## src/swsr_pkg.sv

```systemverilog
// shared constants and types for the switch status readout block
package swsr_pkg;

  localparam int unsigned CLK_HZ = 20000000;
  localparam int unsigned POLL_TIME_MS = 32;
  localparam int unsigned POLL_PERIOD_CYC = POLL_TIME_MS * (CLK_HZ / 1000);
  localparam int unsigned POLL_ACT_US = 64;
  localparam int unsigned POLL_ACT_CYC = POLL_ACT_US * (CLK_HZ / 1000000);

  localparam logic [11:0] OFS_CTRL = 12'h000;
  localparam logic [11:0] OFS_POLL_ACT = 12'h004;
  localparam logic [11:0] OFS_COMP_THR = 12'h008;
  localparam logic [11:0] OFS_FIRST_THR = 12'h00c;
  localparam logic [11:0] OFS_SECOND_THR = 12'h010;
  localparam logic [11:0] OFS_THIRD_THR = 12'h014;
  localparam logic [11:0] OFS_MATRIX_LO = 12'h018;
  localparam logic [11:0] OFS_MATRIX_HI = 12'h01c;
  localparam logic [11:0] OFS_COMP_STAT = 12'h020;
  localparam logic [11:0] OFS_ADC_STAT = 12'h024;
  localparam logic [11:0] OFS_INT_STAT = 12'h028;
  localparam logic [11:0] OFS_INT_MASK = 12'h02c;

  localparam int unsigned CTRL_RUN_BIT = 0;
  localparam int unsigned COMP_NINETEEN_BIT = 19;
  localparam int unsigned COMP_TWENTY_BIT = 20;
  localparam int unsigned ADC_TWENTY_ONE_LSB = 6;
  localparam int unsigned ADC_TWENTY_TWO_LSB = 8;
  localparam int unsigned INT_MATRIX_BIT = 0;
  localparam int unsigned INT_COMP_BIT = 1;
  localparam int unsigned INT_ADC_BIT = 2;

  localparam logic [15:0] RST_POLL_ACT = 16'(POLL_ACT_CYC);
  localparam logic [9:0] RST_COMP_THR = 10'h200;
  localparam logic [9:0] RST_FIRST_THR = 10'h100;
  localparam logic [9:0] RST_SECOND_THR = 10'h200;
  localparam logic [9:0] RST_THIRD_THR = 10'h300;
  localparam logic [31:0] RST_MATRIX_LO = 32'hffff_ffff;
  localparam logic [3:0] RST_MATRIX_HI = 4'hf;

  typedef struct packed {
    logic psel;
    logic penable;
    logic pwrite;
    logic [11:0] paddr;
    logic [31:0] pwdata;
  } swsr_apb_req_s;

  // volt index 0..3 are inputs nineteen to twenty-two
  typedef struct packed {
    logic [35:0] matrix_closed;
    logic [3:0][9:0] volt;
  } swsr_sense_s;

endpackage : swsr_pkg

```

## src/swsr_readout.sv

```systemverilog
// switch status readout with apb registers and polling
//
// Our own choices: the APB interface to the registers and the placing of the registers.
module swsr_readout
#(
  parameter int unsigned POLL_PERIOD = swsr_pkg::POLL_PERIOD_CYC
)
(
  input wire logic ref_clk_i,
  input wire logic reset_n_i,
  input wire swsr_pkg::swsr_apb_req_s apb_req_i,
  input wire swsr_pkg::swsr_sense_s sense_i,
  output logic pready_o,
  output logic [31:0] prdata_o,
  output logic pslverr_o,
  output logic wetting_en_o,
  output logic irq_o
);
  import swsr_pkg::*;

  logic run;
  logic [15:0] poll_act;
  logic [9:0] comp_thr;
  logic [9:0] first_level_threshold;
  logic [9:0] second_level_threshold;
  logic [9:0] third_level_threshold;
  logic [31:0] matrix_lo;
  logic [3:0] matrix_hi;
  logic [31:0] comp_stat;
  logic [31:0] adc_input_status_second;
  logic [2:0] int_stat;
  logic [2:0] int_mask;
  logic [2:0] next_int_stat;
  logic [2:0] next_int_mask;
  logic [2:0] events;
  logic done;
  logic done_early;
  logic active;
  logic access;
  logic wr_fire;
  logic [31:0] next_rdata;
  logic next_err;
  logic [31:0] next_comp;
  logic [31:0] next_adc;
  logic [3:0][1:0] adc_code;
  logic [3:0] above;

  swsr_poll_timer #(
    .PERIOD(POLL_PERIOD)
  ) u_timer (
    .ref_clk_i(ref_clk_i),
    .reset_n_i(reset_n_i),
    .run_i(run),
    .act_cyc_i(poll_act),
    .active_o(active),
    .done_o(done_early)
  );

  // latch strobe one cycle on, inside the wetting output window
  always_ff @(posedge ref_clk_i)
  begin
    if (!reset_n_i)
      done <= 1'b0;
    else
      done <= done_early;
  end

  // per analog input: comparator and three-level classifier
  for (genvar g = 0; g < 4; g++)
  begin : g_in
    assign above[g] = sense_i.volt[g] > comp_thr;
    swsr_level_classify u_cls (
      .volt_i(sense_i.volt[g]),
      .first_i(first_level_threshold),
      .second_i(second_level_threshold),
      .third_i(third_level_threshold),
      .code_o(adc_code[g])
    );
  end

  assign access = apb_req_i.psel && apb_req_i.penable;
  assign wr_fire = access && pready_o && apb_req_i.pwrite;

  // apb answer one cycle into the access phase
  always_ff @(posedge ref_clk_i)
  begin
    if (!reset_n_i)
    begin
      pready_o <= 1'b0;
      prdata_o <= 32'h0000_0000;
      pslverr_o <= 1'b0;
    end
    else
    begin
      pready_o <= access && !pready_o;
      if (access && !pready_o)
      begin
        prdata_o <= apb_req_i.pwrite ? 32'h0000_0000 : next_rdata;
        pslverr_o <= next_err;
      end
    end
  end

  always_comb
  begin
    next_rdata = 32'h0000_0000;
    next_err = 1'b0;
    case (apb_req_i.paddr)
      OFS_CTRL: next_rdata[CTRL_RUN_BIT] = run;
      OFS_POLL_ACT: next_rdata[15:0] = poll_act;
      OFS_COMP_THR: next_rdata[9:0] = comp_thr;
      OFS_FIRST_THR: next_rdata[9:0] = first_level_threshold;
      OFS_SECOND_THR: next_rdata[9:0] = second_level_threshold;
      OFS_THIRD_THR: next_rdata[9:0] = third_level_threshold;
      OFS_MATRIX_LO: next_rdata = matrix_lo;
      OFS_MATRIX_HI: next_rdata[3:0] = matrix_hi;
      OFS_COMP_STAT: next_rdata = comp_stat;
      OFS_ADC_STAT: next_rdata = adc_input_status_second;
      OFS_INT_STAT: next_rdata[2:0] = int_stat;
      OFS_INT_MASK: next_rdata[2:0] = int_mask;
      default: next_err = 1'b1;
    endcase
  end

  // configuration registers
  always_ff @(posedge ref_clk_i)
  begin
    if (!reset_n_i)
    begin
      run <= 1'b0;
      poll_act <= RST_POLL_ACT;
      comp_thr <= RST_COMP_THR;
      first_level_threshold <= RST_FIRST_THR;
      second_level_threshold <= RST_SECOND_THR;
      third_level_threshold <= RST_THIRD_THR;
      int_mask <= 3'h0;
    end
    else if (wr_fire)
    begin
      case (apb_req_i.paddr)
        OFS_CTRL: run <= apb_req_i.pwdata[CTRL_RUN_BIT];
        OFS_POLL_ACT: poll_act <= apb_req_i.pwdata[15:0];
        OFS_COMP_THR: comp_thr <= apb_req_i.pwdata[9:0];
        OFS_FIRST_THR: first_level_threshold <= apb_req_i.pwdata[9:0];
        OFS_SECOND_THR: second_level_threshold <= apb_req_i.pwdata[9:0];
        OFS_THIRD_THR: third_level_threshold <= apb_req_i.pwdata[9:0];
        OFS_INT_MASK: int_mask <= apb_req_i.pwdata[2:0];
        default: ;
      endcase
    end
  end

  // new status words built from the current samples
  always_comb
  begin
    next_comp = 32'h0000_0000;
    next_adc = 32'h0000_0000;
    next_comp[COMP_NINETEEN_BIT] = above[0];
    next_comp[COMP_TWENTY_BIT] = above[1];
    next_adc[ADC_TWENTY_ONE_LSB +: 2] = adc_code[2];
    next_adc[ADC_TWENTY_TWO_LSB +: 2] = adc_code[3];
  end

  // status fields latch only at the end of the active window
  always_ff @(posedge ref_clk_i)
  begin
    if (!reset_n_i)
    begin
      matrix_lo <= RST_MATRIX_LO;
      matrix_hi <= RST_MATRIX_HI;
      comp_stat <= 32'h0000_0000;
      adc_input_status_second <= 32'h0000_0000;
    end
    else if (done)
    begin
      matrix_lo <= ~sense_i.matrix_closed[31:0];
      matrix_hi <= ~sense_i.matrix_closed[35:32];
      comp_stat <= next_comp;
      adc_input_status_second <= next_adc;
    end
  end

  // change events, set wins over write-one clear
  always_comb
  begin
    events = 3'h0;
    if (done)
    begin
      events[INT_MATRIX_BIT] = ({matrix_hi, matrix_lo} !=
        ~sense_i.matrix_closed);
      events[INT_COMP_BIT] = (comp_stat != next_comp);
      events[INT_ADC_BIT] = (adc_input_status_second != next_adc);
    end
    next_int_stat = int_stat;
    if (wr_fire && apb_req_i.paddr == OFS_INT_STAT)
      next_int_stat = int_stat & ~apb_req_i.pwdata[2:0];
    next_int_stat = next_int_stat | events;
    next_int_mask = int_mask;
    if (wr_fire && apb_req_i.paddr == OFS_INT_MASK)
      next_int_mask = apb_req_i.pwdata[2:0];
  end

  always_ff @(posedge ref_clk_i)
  begin
    if (!reset_n_i)
    begin
      int_stat <= 3'h0;
      irq_o <= 1'b0;
      wetting_en_o <= 1'b0;
    end
    else
    begin
      int_stat <= next_int_stat;
      irq_o <= |(next_int_stat & next_int_mask);
      wetting_en_o <= active;
    end
  end

  // checks
  property p_matrix_open_one;
    @(posedge ref_clk_i) disable iff (!reset_n_i)
    done |=> matrix_lo == ~$past(sense_i.matrix_closed[31:0]);
  endproperty
  a_matrix_open_one: assert property (p_matrix_open_one)
    else $error("matrix low status not inverse of closed switches");

  property p_matrix_hi_open;
    @(posedge ref_clk_i) disable iff (!reset_n_i)
    done |=> matrix_hi == ~$past(sense_i.matrix_closed[35:32]);
  endproperty
  a_matrix_hi_open: assert property (p_matrix_hi_open)
    else $error("matrix high status not inverse of closed switches");

  property p_matrix_multi;
    @(posedge ref_clk_i) disable iff (!reset_n_i)
    done && (sense_i.matrix_closed[35:32] == 4'hf)
      |=> matrix_hi == 4'h0;
  endproperty
  a_matrix_multi: assert property (p_matrix_multi)
    else $error("simultaneous closures not all reported");

  property p_wet_window;
    @(posedge ref_clk_i) disable iff (!reset_n_i)
    done |-> wetting_en_o;
  endproperty
  a_wet_window: assert property (p_wet_window)
    else $error("sampling outside wetting window");

  property p_wet_after;
    @(posedge ref_clk_i) disable iff (!reset_n_i)
    done && (32'(poll_act) + 32'd1 < POLL_PERIOD) |=> !wetting_en_o;
  endproperty
  a_wet_after: assert property (p_wet_after)
    else $error("wetting current left on after sampling");

  property p_wet_idle;
    @(posedge ref_clk_i) disable iff (!reset_n_i)
    !run ##1 !run |=> !wetting_en_o;
  endproperty
  a_wet_idle: assert property (p_wet_idle)
    else $error("wetting current while not polling");

  property p_comp_above;
    @(posedge ref_clk_i) disable iff (!reset_n_i)
    done && (sense_i.volt[0] > comp_thr) |=> comp_stat[19];
  endproperty
  a_comp_above: assert property (p_comp_above)
    else $error("comparator bit low above threshold");

  property p_comp_below;
    @(posedge ref_clk_i) disable iff (!reset_n_i)
    done && (sense_i.volt[1] < comp_thr) |=> !comp_stat[20];
  endproperty
  a_comp_below: assert property (p_comp_below)
    else $error("comparator bit high below threshold");

  property p_nineteen_below;
    @(posedge ref_clk_i) disable iff (!reset_n_i)
    done && (sense_i.volt[0] <= comp_thr) |=> !comp_stat[COMP_NINETEEN_BIT];
  endproperty
  a_nineteen_below: assert property (p_nineteen_below)
    else $error("input nineteen bit high at or below threshold");

  property p_twenty_above;
    @(posedge ref_clk_i) disable iff (!reset_n_i)
    done && (sense_i.volt[1] > comp_thr) |=> comp_stat[COMP_TWENTY_BIT];
  endproperty
  a_twenty_above: assert property (p_twenty_above)
    else $error("input twenty bit low above threshold");

  property p_adc_band;
    @(posedge ref_clk_i) disable iff (!reset_n_i)
    done && (sense_i.volt[2] >= first_level_threshold) &&
      (sense_i.volt[2] < second_level_threshold) &&
      (second_level_threshold <= third_level_threshold)
      |=> adc_input_status_second[7:6] == 2'h1;
  endproperty
  a_adc_band: assert property (p_adc_band)
    else $error("adc code wrong between first and second level");

  property p_adc_top;
    @(posedge ref_clk_i) disable iff (!reset_n_i)
    done && (sense_i.volt[3] >= third_level_threshold)
      |=> adc_input_status_second[9:8] == 2'h3;
  endproperty
  a_adc_top: assert property (p_adc_top)
    else $error("input twenty-two code not at bits 8 and 9");

  property p_adc_low;
    @(posedge ref_clk_i) disable iff (!reset_n_i)
    done && (sense_i.volt[3] < first_level_threshold) &&
      (first_level_threshold <= second_level_threshold) &&
      (second_level_threshold <= third_level_threshold)
      |=> adc_input_status_second[9:8] == 2'h0;
  endproperty
  a_adc_low: assert property (p_adc_low)
    else $error("input twenty-two code not zero below first level");

  property p_separate;
    @(posedge ref_clk_i) disable iff (!reset_n_i)
    done |=> (comp_stat[18:0] == 19'h0) &&
      (adc_input_status_second[5:0] == 6'h0);
  endproperty
  a_separate: assert property (p_separate)
    else $error("status mixed between comparator and adc words");

  property p_hold;
    @(posedge ref_clk_i) disable iff (!reset_n_i)
    !done |=> $stable(matrix_lo) && $stable(comp_stat) &&
      $stable(matrix_hi) && $stable(adc_input_status_second);
  endproperty
  a_hold: assert property (p_hold)
    else $error("status changed outside end of window");

  property p_irq;
    @(posedge ref_clk_i) disable iff (!reset_n_i)
    irq_o == |(int_stat & int_mask);
  endproperty
  a_irq: assert property (p_irq)
    else $error("interrupt output disagrees with unmasked status");

  property p_unmapped;
    @(posedge ref_clk_i) disable iff (!reset_n_i)
    access && !pready_o && (apb_req_i.paddr > OFS_INT_MASK)
      |=> pslverr_o && (prdata_o == 32'h0000_0000);
  endproperty
  a_unmapped: assert property (p_unmapped)
    else $error("unmapped address not refused");

  c_multi_close: cover property (@(posedge ref_clk_i)
    done && sense_i.matrix_closed[3:0] == 4'hf);
  c_irq_rise: cover property (@(posedge ref_clk_i) $rose(irq_o));
  c_adc_mid: cover property (@(posedge ref_clk_i)
    done ##1 adc_input_status_second[9:8] == 2'h2);
  c_wet_start: cover property (@(posedge ref_clk_i) $rose(wetting_en_o));
  c_unmapped: cover property (@(posedge ref_clk_i) pready_o && pslverr_o);

endmodule : swsr_readout

```

## src/swsr_poll_timer.sv

```systemverilog
// poll period counter with the active sampling window
module swsr_poll_timer
  import swsr_pkg::*;
#(
  parameter int unsigned PERIOD = POLL_PERIOD_CYC
)
(
  input wire logic ref_clk_i,
  input wire logic reset_n_i,
  input wire logic run_i,
  input wire logic [15:0] act_cyc_i,
  output logic active_o,
  output logic done_o
);

  logic [19:0] cnt;
  logic [19:0] next_cnt;
  logic [19:0] act_eff;

  always_comb
  begin
    act_eff = (act_cyc_i == 16'h0000) ? 20'h00001 : {4'h0, act_cyc_i};
    if (!run_i || cnt == 20'(PERIOD - 1))
      next_cnt = 20'h00000;
    else
      next_cnt = cnt + 20'h00001;
  end

  always_ff @(posedge ref_clk_i)
  begin
    if (!reset_n_i)
    begin
      cnt <= 20'h00000;
      active_o <= 1'b0;
      done_o <= 1'b0;
    end
    else
    begin
      cnt <= next_cnt;
      active_o <= run_i && (next_cnt < act_eff);
      done_o <= run_i && (next_cnt == act_eff - 20'h00001);
    end
  end

endmodule : swsr_poll_timer

```

## src/swsr_level_classify.sv

```systemverilog
// places one input voltage among three thresholds
module swsr_level_classify
(
  input wire logic [9:0] volt_i,
  input wire logic [9:0] first_i,
  input wire logic [9:0] second_i,
  input wire logic [9:0] third_i,
  output logic [1:0] code_o
);

  always_comb
  begin
    if (volt_i >= third_i)
      code_o = 2'h3;
    else if (volt_i >= second_i)
      code_o = 2'h2;
    else if (volt_i >= first_i)
      code_o = 2'h1;
    else
      code_o = 2'h0;
  end

endmodule : swsr_level_classify

```

## config.mk

```make
export PLATFORM = sky130hd
export DESIGN_NAME = swsr_readout
export DESIGN_NICKNAME = d
export VERILOG_FILES = /design/src/swsr_pkg.sv /design/src/swsr_readout.sv /design/src/swsr_poll_timer.sv /design/src/swsr_level_classify.sv
export SDC_FILE = /design/constraint.sdc
export NUM_CORES = 1
export LEC_CHECK = 0
export ABC_CLOCK_PERIOD_IN_PS = 3100
export BUFFER_PORTS_ARGS = -buffer_cell sky130_fd_sc_hd__buf_2
export CORE_MARGIN = 4
export CORE_UTILIZATION = 52
export CTS_CLUSTER_DIAMETER = 150
export CTS_CLUSTER_SIZE = 40
export DETAILED_ROUTE_END_ITERATION = 7
export PLACE_DENSITY = 0.79
export SYNTH_ARGS = -nofsm -noshare
export SYNTH_HDL_FRONTEND = slang
export SYNTH_HIERARCHICAL = 1
export SYNTH_SLANG_ARGS = --single-unit
```

## constraint.sdc

```tcl
create_clock -name ref_clk_i -period 3.1 [get_ports ref_clk_i]
set_clock_uncertainty 0.2 [all_clocks]
set_input_delay 0.62 -clock ref_clk_i [delete_from_list [all_inputs] [get_ports ref_clk_i]]
set_output_delay 0.62 -clock ref_clk_i [all_outputs]
set_load 0.01 [all_outputs]
```

# Word-level counts from Yosys, hierarchy flattened
# Index checks and enable logic that the tools add are counted.
totals:
  ff_bits: 164
  elab_cells: 96
op_classes:
  n_lt_le_gt_ge: 9
  reduce_logical: 22
  n_mux: 19
  addsub: 2
  eq_ne: 16
  bitwise: 7
ops:
  columns: ["operator", "count"]
  rows:
  - ["10-bit >= comparator", 6]
  - ["12-bit by 5-bit == test with 1-bit output (second input constant)", 4]
  - ["12-bit by 6-bit == test with 1-bit output (second input constant)", 4]
  - ["6-bit case mux with 7 select lines", 1]
  - ["36-bit inequality test", 1]
  - ["36-bit NOT", 1]
  - ["32-bit two-way mux", 1]
  - ["32-bit NOT", 1]
  - ["16-bit case mux with 2 select lines", 1]
  - ["12-bit by 4-bit == test with 1-bit output (second input constant)", 2]
  - ["20-bit by 1-bit adder with 20-bit output (second input constant)", 1]
  - ["20-bit == test", 1]
  - ["20-bit == test (second input constant)", 1]
  - ["10-bit greater-than comparator", 2]
  - ["20-bit less-than comparator", 1]
  - ["20-bit two-way mux", 1]
  - ["20-bit by 1-bit subtractor with 20-bit output (second input constant)", 1]
  - ["2-bit case mux with 9 select lines", 1]
  - ["16-bit zero test", 1]
  - ["16-bit two-way mux", 1]
  - ["2-bit AND reduction", 7]
  - ["12-bit by 3-bit == test with 1-bit output (second input constant)", 1]
  - ["12-bit zero test", 1]
  - ["6-bit case mux with 2 select lines", 1]
  - ["16 further kinds", 32]

# Longest topological paths before layout
# Gate-level depths: netlist of the first run.
logic_depth:
  depth_word: 9
  depth_mapped: 15

# Modules after synthesis
# The synthesis of the first run kept the hierarchy.
modules_own_cells:
  columns: ["module", "cells_per_inst", "area_each_um2", "n_inst"]
  rows:
  - ["swsr_readout", 803, 6572.6, 1]
  - ["swsr_poll_timer", 264, 2065.7, 1]
  - ["swsr_level_classify", 96, 734.5, 2]

# Least setup slack after synthesis of the first run
# No wires, ideal clock.
synth_timing:
  kind: "register to register"
  start: "register u_timer.cnt[0]"
  end: "register u_timer.active_o"
  path_slack_ns: -0.131
  required_ns: 2.830
  arrival_time_ns: 2.961
  synth_period_minus_slack_ns: 3.231
  path_stages_with_launch: 15
  setup_ns: 0.070
  cell_sequence: "dfxtp_1 > ha_1 > nand4_2 > or3_1 > buf_2 > o21ai_2 > clkbuf_1 > nor2_1 > ha_1 > a21o_1 > a21o_1 > a21oi_1 > nand2b_1 > a21o_1 > a21oi_1"
synth_between:
  elab_chain_len: 5
  word_cells_on_any_way: 6
  cone_classes: "1 x add/sub; 1 x order compare; 1 x eq/ne; 1 x mux; 2 x reduce/logical"
synth_lines:
  columns: ["element", "line", "source"]
  rows:
  - ["from (decl)", "swsr_poll_timer.sv:16", "logic [19:0] cnt;"]
  - ["from (signal assigned)", "swsr_poll_timer.sv:39", "cnt <= next_cnt;"]
  - ["parallel branches: the longest is 2 deep, another holds 20-bit by 1-bit adder with 20-bit output", null, null]
  - ["20-bit two-way mux (*)", "swsr_poll_timer.sv:23", "if (!run_i || cnt == 20'(PERIOD - 1))"]
  - ["named net u_timer.next_cnt[9]", "swsr_poll_timer.sv:17", "logic [19:0] next_cnt;"]
  - ["20-bit less-than comparator (*)", "swsr_poll_timer.sv:40", "active_o <= run_i && (next_cnt < act_eff);"]
  - ["1-bit logical AND (*)", "swsr_poll_timer.sv:40", null]
  - ["to (signal assigned)", "swsr_poll_timer.sv:40", null]
  - ["to (decl)", "swsr_poll_timer.sv:12", "output logic active_o,"]
# Mark *: on every way through the listed nets, which the timed path passes.
# A chain may end at the register's enable or synchronous reset.

# Worst setup path in the final report of the first run
layout_timing:
  start: "register poll_act[0]"
  end: "register u_timer.done_o"
layout_between:
  elab_chain_len: 5
layout_lines:
  columns: ["element", "line", "source"]
  rows:
  - ["from (decl)", "swsr_readout.sv:22", "logic [15:0] poll_act;"]
  - ["from (signal assigned)", "swsr_readout.sv:142", "OFS_POLL_ACT: poll_act <= apb_req_i.pwdata[15:0];"]
  - ["16-bit zero test", "swsr_poll_timer.sv:22", "act_eff = (act_cyc_i == 16'h0000) ? 20'h00001 : {4'h0, act_cyc_i};"]
  - ["16-bit two-way mux (*)", "swsr_poll_timer.sv:22", null]
  - ["20-bit by 1-bit subtractor with 20-bit output (*)", "swsr_poll_timer.sv:41", "done_o <= run_i && (next_cnt == act_eff - 20'h00001);"]
  - ["20-bit == test (*)", "swsr_poll_timer.sv:41", null]
  - ["1-bit logical AND (*)", "swsr_poll_timer.sv:41", null]
  - ["to (signal assigned)", "swsr_poll_timer.sv:41", null]
  - ["to (decl)", "swsr_poll_timer.sv:13", "output logic done_o"]
# Mark *: on every way between the ends. The rest lies on a longest branch, timed or not.

==> results of run 1 <==
## final cells by class
cell class              count  area [um^2]
diodes                      1         2.50
clock buffers              18          439
clock inverters            14          160
fillers                  1507         6040
inverters                  97          364
multi-input cells         946         6580
flip-flops and latches    164         3300
well taps                 260          325
repair buffers            267         1680
## cell families (layout without fill, tap and decap cells)
family / Yosys count / after routing / synth area share [%]
simple gates: 477 / 477 / 23.2
mux: 10 / 10 / 1.05
buf+inv: 149 / 396 / 5.93
flops: 164 / 164 / 32.5
other cells: 0 / 1 / 0
xor+xnor: 72 / 72 / 6.38
compound gates: 289 / 289 / 18.8
fa+ha+maj: 98 / 98 / 12.1
## critical path, cell delays in order (launching register included)
cell and delay [ns]:
dfxtp_1 0.32, nor4_2 0.38, and2_4 0.24, a21oi_4 0.06
ha_2 0.19, nor3b_4 0.17, buf_6 0.14, xnor2_4 0.12
buf_6 0.13, a21oi_4 0.11, o21ai_1 0.09, a221o_2 0.40
nor4_4 0.30, and4b_1 0.25
## worst paths after layout
check	from	endpoint	cells past startpoint
setup reg to reg	poll_act[0]	u_timer/done_o	13
setup / recovery	poll_act[0]	u_timer/done_o	13
hold / removal	apb_req_i[12]	poll_act[12]	3
hold reg to reg	prdata_o[8]	prdata_o[8]	1
## flip-flops by register name, indices dropped and copies added (netlist names), 2 cells and up
register,cells
matrix_lo,32
prdata_o,32
poll_act,16
matrix_hi,4
second_level_threshold,10
first_level_threshold,10
comp_thr,10
u_timer/cnt,20
adc_input_status_second,4
comp_stat,2
int_mask,3
third_level_threshold,10
int_stat,3
## power groups by stage
| stage | combinational [uW] | clock (uW) | sequential, uW |
|---|---|---|---|
| after floorplan | 186 | 0 | 2160 |
| after global placement | 369 | 0 | 2160 |
| after detailed placement | 380 | 0 | 2160 |
| after CTS | 383 | 2140 | 2110 |
| after global routing | 436 | 2240 | 2110 |
| final | 400 | 2130 | 2110 |
## metrics by stage
step | TNS [ns] | util (%) | setup slack [ns]
final | -0.0386 | 68.0 | -0.0386
after global routing | -0.280 | 68.0 | -0.107
after floorplan | -0.0211 | - | -0.0211
after CTS | 0 | 66.1 | 0.0113
after global placement | -0.259 | 62.6 | -0.221
after detailed placement | -0.463 | 62.6 | -0.287
## cell usage in the layout, fill, tap and decap left out, types with 11 or more instances in the layout
cell,instances
nand2_1,223
dfxtp_1,149
buf_2,144
buf_4,115
inv_1,96
ha_1,90
a21oi_1,79
nor2_1,77
xnor2_1,56
o21ai_0,53
a22oi_1,25
nand3_1,22
nand4_1,21
a21o_1,21
nor4_1,20
nor3_1,18
clkbuf_16,17
nand2b_1,14
and2_1,14
dfxtp_2,14
nor4_2,11
a31oi_1,11
a222oi_1,11
xor2_1,11
## per-layer routing
metal | vias up | part of all wire, %
met5 | - | 0
met4 | 0 | 3.8
met3 | 114 | 8.2
met2 | 542 | 49
met1 | 4984 | 39
li1 | 4926 | -
## timing repair
| action | CTS | global route |
|---|---|---|
| resized for setup | 12 | 69 |
| hold buffers | 0 | 0 |
| endpoints found under the setup margin | 3 | 3 |
| setup buffers | 1 | 9 |
| pin swaps | 5 | 39 |
| gates cloned | 0 | 0 |
| hold endpoints to repair | 0 | 0 |
==> metrics, run 1 <==
# IOs 161; Max VDD drop 0.367 mV; Tcrit/Tclk final 101%; Post-synth top cells nand2_1 (225), dfxtp_1 (164), ha_1 (98); Critical Path Source Type flip-flop; fmax 319 MHz; Yosys top cell area share 32.5%; Netlist cell types 80; drc violations 0; clock share of power 45.9%; cell internal pwr 3380 uW; clock-pin slew on the worst setup and hold paths 0.07 ns; Mapped Area 10100 um^2; H-Tree Depth 4; nets 1716; Comb power frac 8.6%; Num CTS Buffers 17; Die Width 147 um; status finished, violations left; dominant synthesized flop cell dfxtp_1; CP max FO 3; Seq pwr share 45.5%; Setup Crit Path Kind flip-flop to flip-flop; net switching power figure 1260 uW; ranking of synthesized cells by area dfxtp_1 (32%), ha_1 (12%), nand2_1 (8.4%); DR iter-0 viols 1087; vias in the first global route 10100; starting density of the core 53.5%; IO buf count 144; Die ar. 21700 um^2; Switching Share 27.1%; Vias per Instance 5.98; count leader, synth nand2_1; Final WS setup -0.0386 ns; layout cell share with drive strength beyond 1 26.1%; Slew headroom 50.6%; GR Util met1 34.9%; Synth Net Count 1482; vias 10600; final hold violation count 0; CP endpoint kind flip-flop; Placer Congestion 0.937; Cells after Synth 1259; Max Root-Sink Buffers 2; M3 GR Usage 5.24%; CTS tree yes; Finished Layout Cells 1767; CTS root buffer clkbuf_16; global-route wire length before repair 50300 um; R2R Setup Slk -0.04 ns; min-delay worst type primary input to flip-flop; DP Area 11800 um^2; final slew viol count 0; Async SR Flop Fraction 0%; core area 18900 um^2; post-route ant nets 0; RSZ-0062 raised after global routing true; largest net degree at the start of global routing 60; row count 50; total of max-cap violations 0; Tot Pwr 4640 uW; slew at the pin with the worst max-slew slack 0.738 ns; Tot GR Track Use 28.5%; Clock Latency Late Sink 0.44 ns; Syn Area/Cell 8.03 um^2; Post-synth EDFFs 0; Leakage 0.00524 uW; Layout area overhead 27.2%; YS warnings 6; Seq cells post-synth 164; fin area 12900 um^2; grt total ovfl 0; worst hold slack 0.221 ns; Yosys top cell by area dfxtp_1; clock sinks 164; initial antenna violation count 1; busiest grt layer met2; cell area power density 361 nW/um^2; Critical Path RT 3.27 ns; crit path DAT 3.31 ns; drt first pass iters 7; Final setup viols 1; Post-Route WL 33200 um; HPWL after detailed placement 24600 um; post-synthesis sequential area ratio 32.5%; violated checks setup timing; wire per inst 18.8 um; met2 Resource Use GR 49.1%; Min Clock Period, post-route 3.14 ns; placed cell count 1725; DIE HEIGHT 147 um
Power figures use the tool's default switching activity.
==> run 2: changes to the inputs <==
- ABC_CLOCK_PERIOD_IN_PS: 3100 -> 3350
- CORE_UTILIZATION: 52 -> 55
- PLACE_DENSITY: 0.79 -> 0.8
- clock period: 3.1 -> 3.35 ns (I/O delays scaled with it)
==> run 2 against run 1 <==
Against the previous run: the flow now finishes without violations; worst hold slack better by 0.014 ns; wire length fell by 5.6%; combinational power fell by 13%; power is 6.2% lower; clock power decreased by 4%; via count fell by 3.9%; critical path type unchanged; critical endpoint unchanged; highest routed layer is now met5.
==> metrics, run 2 (same netlist as run 1, synthesis figures left out) <==
Tot Pwr 4350 uW (was 4640 uW); Post-Route WL 31300 um (was 33200 um); HPWL after detailed placement 23800 um (was 24600 um); Final WS setup 0.0256 ns (was -0.0386 ns); row count 49 (was 50); H-Tree Depth 4 (unchanged); status finished, final reports clean (was finished, violations left); Setup Crit Path Kind flip-flop to flip-flop (unchanged); clock sinks 164 (unchanged); fillers 1468 (was 1507); global-route wire length before repair 48500 um (was 50300 um); launching point of the worst reg2reg path poll_act[12] (was poll_act[0]); fmax 301 MHz (was 319 MHz); Layout area overhead 19.5% (was 27.2%); core area 18000 um^2 (was 18900 um^2); CTS root buffer clkbuf_16 (unchanged); HP Start apb_req_i[10] (was apb_req_i[12]); Reg2Reg Depth 14 (was 13); drt first pass iters 8 (was 7); vias in the first global route 9602 (was 10100); nets 1658 (was 1716); Final setup viols 0 (was 1); Placer Congestion 0.965 (was 0.937); final slew viol count 0 (unchanged); CTS tree yes (unchanged); Vias per Instance 6.05 (was 5.98); Num CTS Buffers 17 (unchanged); largest net degree at the start of global routing 74 (was 60); Clock Latency Late Sink 0.45 ns (was 0.44 ns); most frequent cells in the layout nand2_1 (225), dfxtp_1 (162), buf_2 (144) (was nand2_1 (223), dfxtp_1 (149), buf_2 (144)); IO buf count 144 (unchanged); CTS Hold Bufs 0 (unchanged); Die ar. 20600 um^2 (was 21700 um^2); FF+latch area 3290 um^2 (was 3300 um^2); wire per inst 18.7 um (was 18.8 um); layout cell share with drive strength beyond 1 20.1% (was 26.1%); CP max FO 5 (was 3); cell area power density 360 nW/um^2 (was 361 nW/um^2); Slew headroom 50.1% (was 50.6%); post-route ant nets 0 (unchanged); commonest non-fill, non-tap cell in the layout nand2_1 (unchanged); Max Root-Sink Buffers 2 (unchanged); total of max-cap violations 0 (unchanged); # IOs 161 (unchanged); Worst setup startpoint poll_act[12] (was poll_act[0]); Max VDD drop 0.361 mV (was 0.367 mV); Critical Path Source Type flip-flop (unchanged); Die Width 144 um (was 147 um); top flop regs matrix_lo (32), prdata_o (32), u_timer/cnt (20) (unchanged); min-delay worst type primary input to flip-flop (unchanged); Finished Layout Cells 1678 (was 1767); Worst Hold Depth 3 (unchanged); DIE HEIGHT 144 um (was 147 um); grt total ovfl 0 (unchanged); worst hold slack 0.235 ns (was 0.221 ns); Tot GR Track Use 29.6% (was 28.5%); RSZ-0062 raised after global routing true (unchanged); DR iter-0 viols 1018 (was 1087); crit path DAT 3.50 ns (was 3.31 ns); Tcrit/Tclk final 99.2% (was 101%); Min Clock Period, post-route 3.32 ns (was 3.14 ns); multi-input logic area 6300 um^2 (was 6580 um^2); drc violations 0 (unchanged); slew at the pin with the worst max-slew slack 0.746 ns (was 0.738 ns); vias 10200 (was 10600); initial antenna violation count 1 (unchanged); Critical Path RT 3.53 ns (was 3.27 ns); starting density of the core 56.1% (was 53.5%); Place WS -0.0890 ns (was -0.287 ns); final hold violation count 0 (unchanged); placed cell count 1645 (was 1725); clock-pin slew on the worst setup and hold paths 0.07 ns (about the same); Leakage 0.00489 uW (was 0.00524 uW); CP endpoint kind flip-flop (unchanged)
run 2: cell types whose count changed in the layout (fill, tap and decap cells not counted), sizes merged:
cell      change
buf          -58
bufinv        +1
clkbuf        -1
clkinv        +4
clkinvlp      -2
inv           -2
run 2: power breakdown:
part	switching, uW	internal [uW]	total (uW)
Clock	967	1080	2050
Sequential	2.68	1950	1950
Combinational	208	141	349
run 2: layout make-up:
type                    instances  area share [%]
clock buffers                  17            3.52
clock inverters                15            1.70
diodes                          1          0.0207
well taps                     229            2.37
flip-flops and latches        164            27.2
inverters                      97            3.02
repair buffers                209            10.0
multi-input cells             946            52.2
run 2: layer usage:
| layer | vias to the layer above | part of all wire (%) | track usage [%] |
|---|---|---|---|
| met5 | - | 0.022 | 0 |
| met4 | 2 | 3.5 | 11.7 |
| met3 | 93 | 8.9 | 6.46 |
| met2 | 489 | 47 | 49.1 |
| met1 | 4745 | 40 | 37.6 |
| li1 | 4821 | - | - |
run 2: final timing paths:
path | to | slack [ns]
worst max-delay path | u_timer/done_o | 0.03
worst min-delay path | poll_act[10] | 0.24
worst max register to register | u_timer/done_o | 0.03
worst min register to register | wetting_en_o | 0.24
run 2: per-stage QoR:
| step | TNS [ns] | utilization (%) | cell area, um^2 |
|---|---|---|---|
| 3_5_place_dp | -0.127 | 63.1 | 11400 |
| 6_report | 0 | 67.0 | 12100 |
| 5_1_grt | -0.0507 | 67.0 | 12100 |
| 2_1_floorplan | 0 | - | 10100 |
| 4_1_cts | 0 | 66.7 | 12000 |
| 3_3_place_gp | -0.0106 | 63.1 | 11400 |
run 2: timing repair:
action	CTS	global route
cloned	0	0
endpoints found under the setup margin	1	2
buffers inserted	0	0
pin swaps	0	2
resized for setup	1	11
run 2: worst max-delay path, cell delays in order (launching register included):
cell and delay (ns):
dfxtp_1 0.31, nor4_1 0.30, buf_4 0.17, and2_1 0.17, a21oi_2 0.09, ha_1 0.21
nor3b_2 0.16, buf_4 0.15, xnor2_2 0.19, a21oi_1 0.06, a211oi_1 0.24, nand2_1 0.08
a221o_2 0.31, nor4_2 0.33, and4b_1 0.27
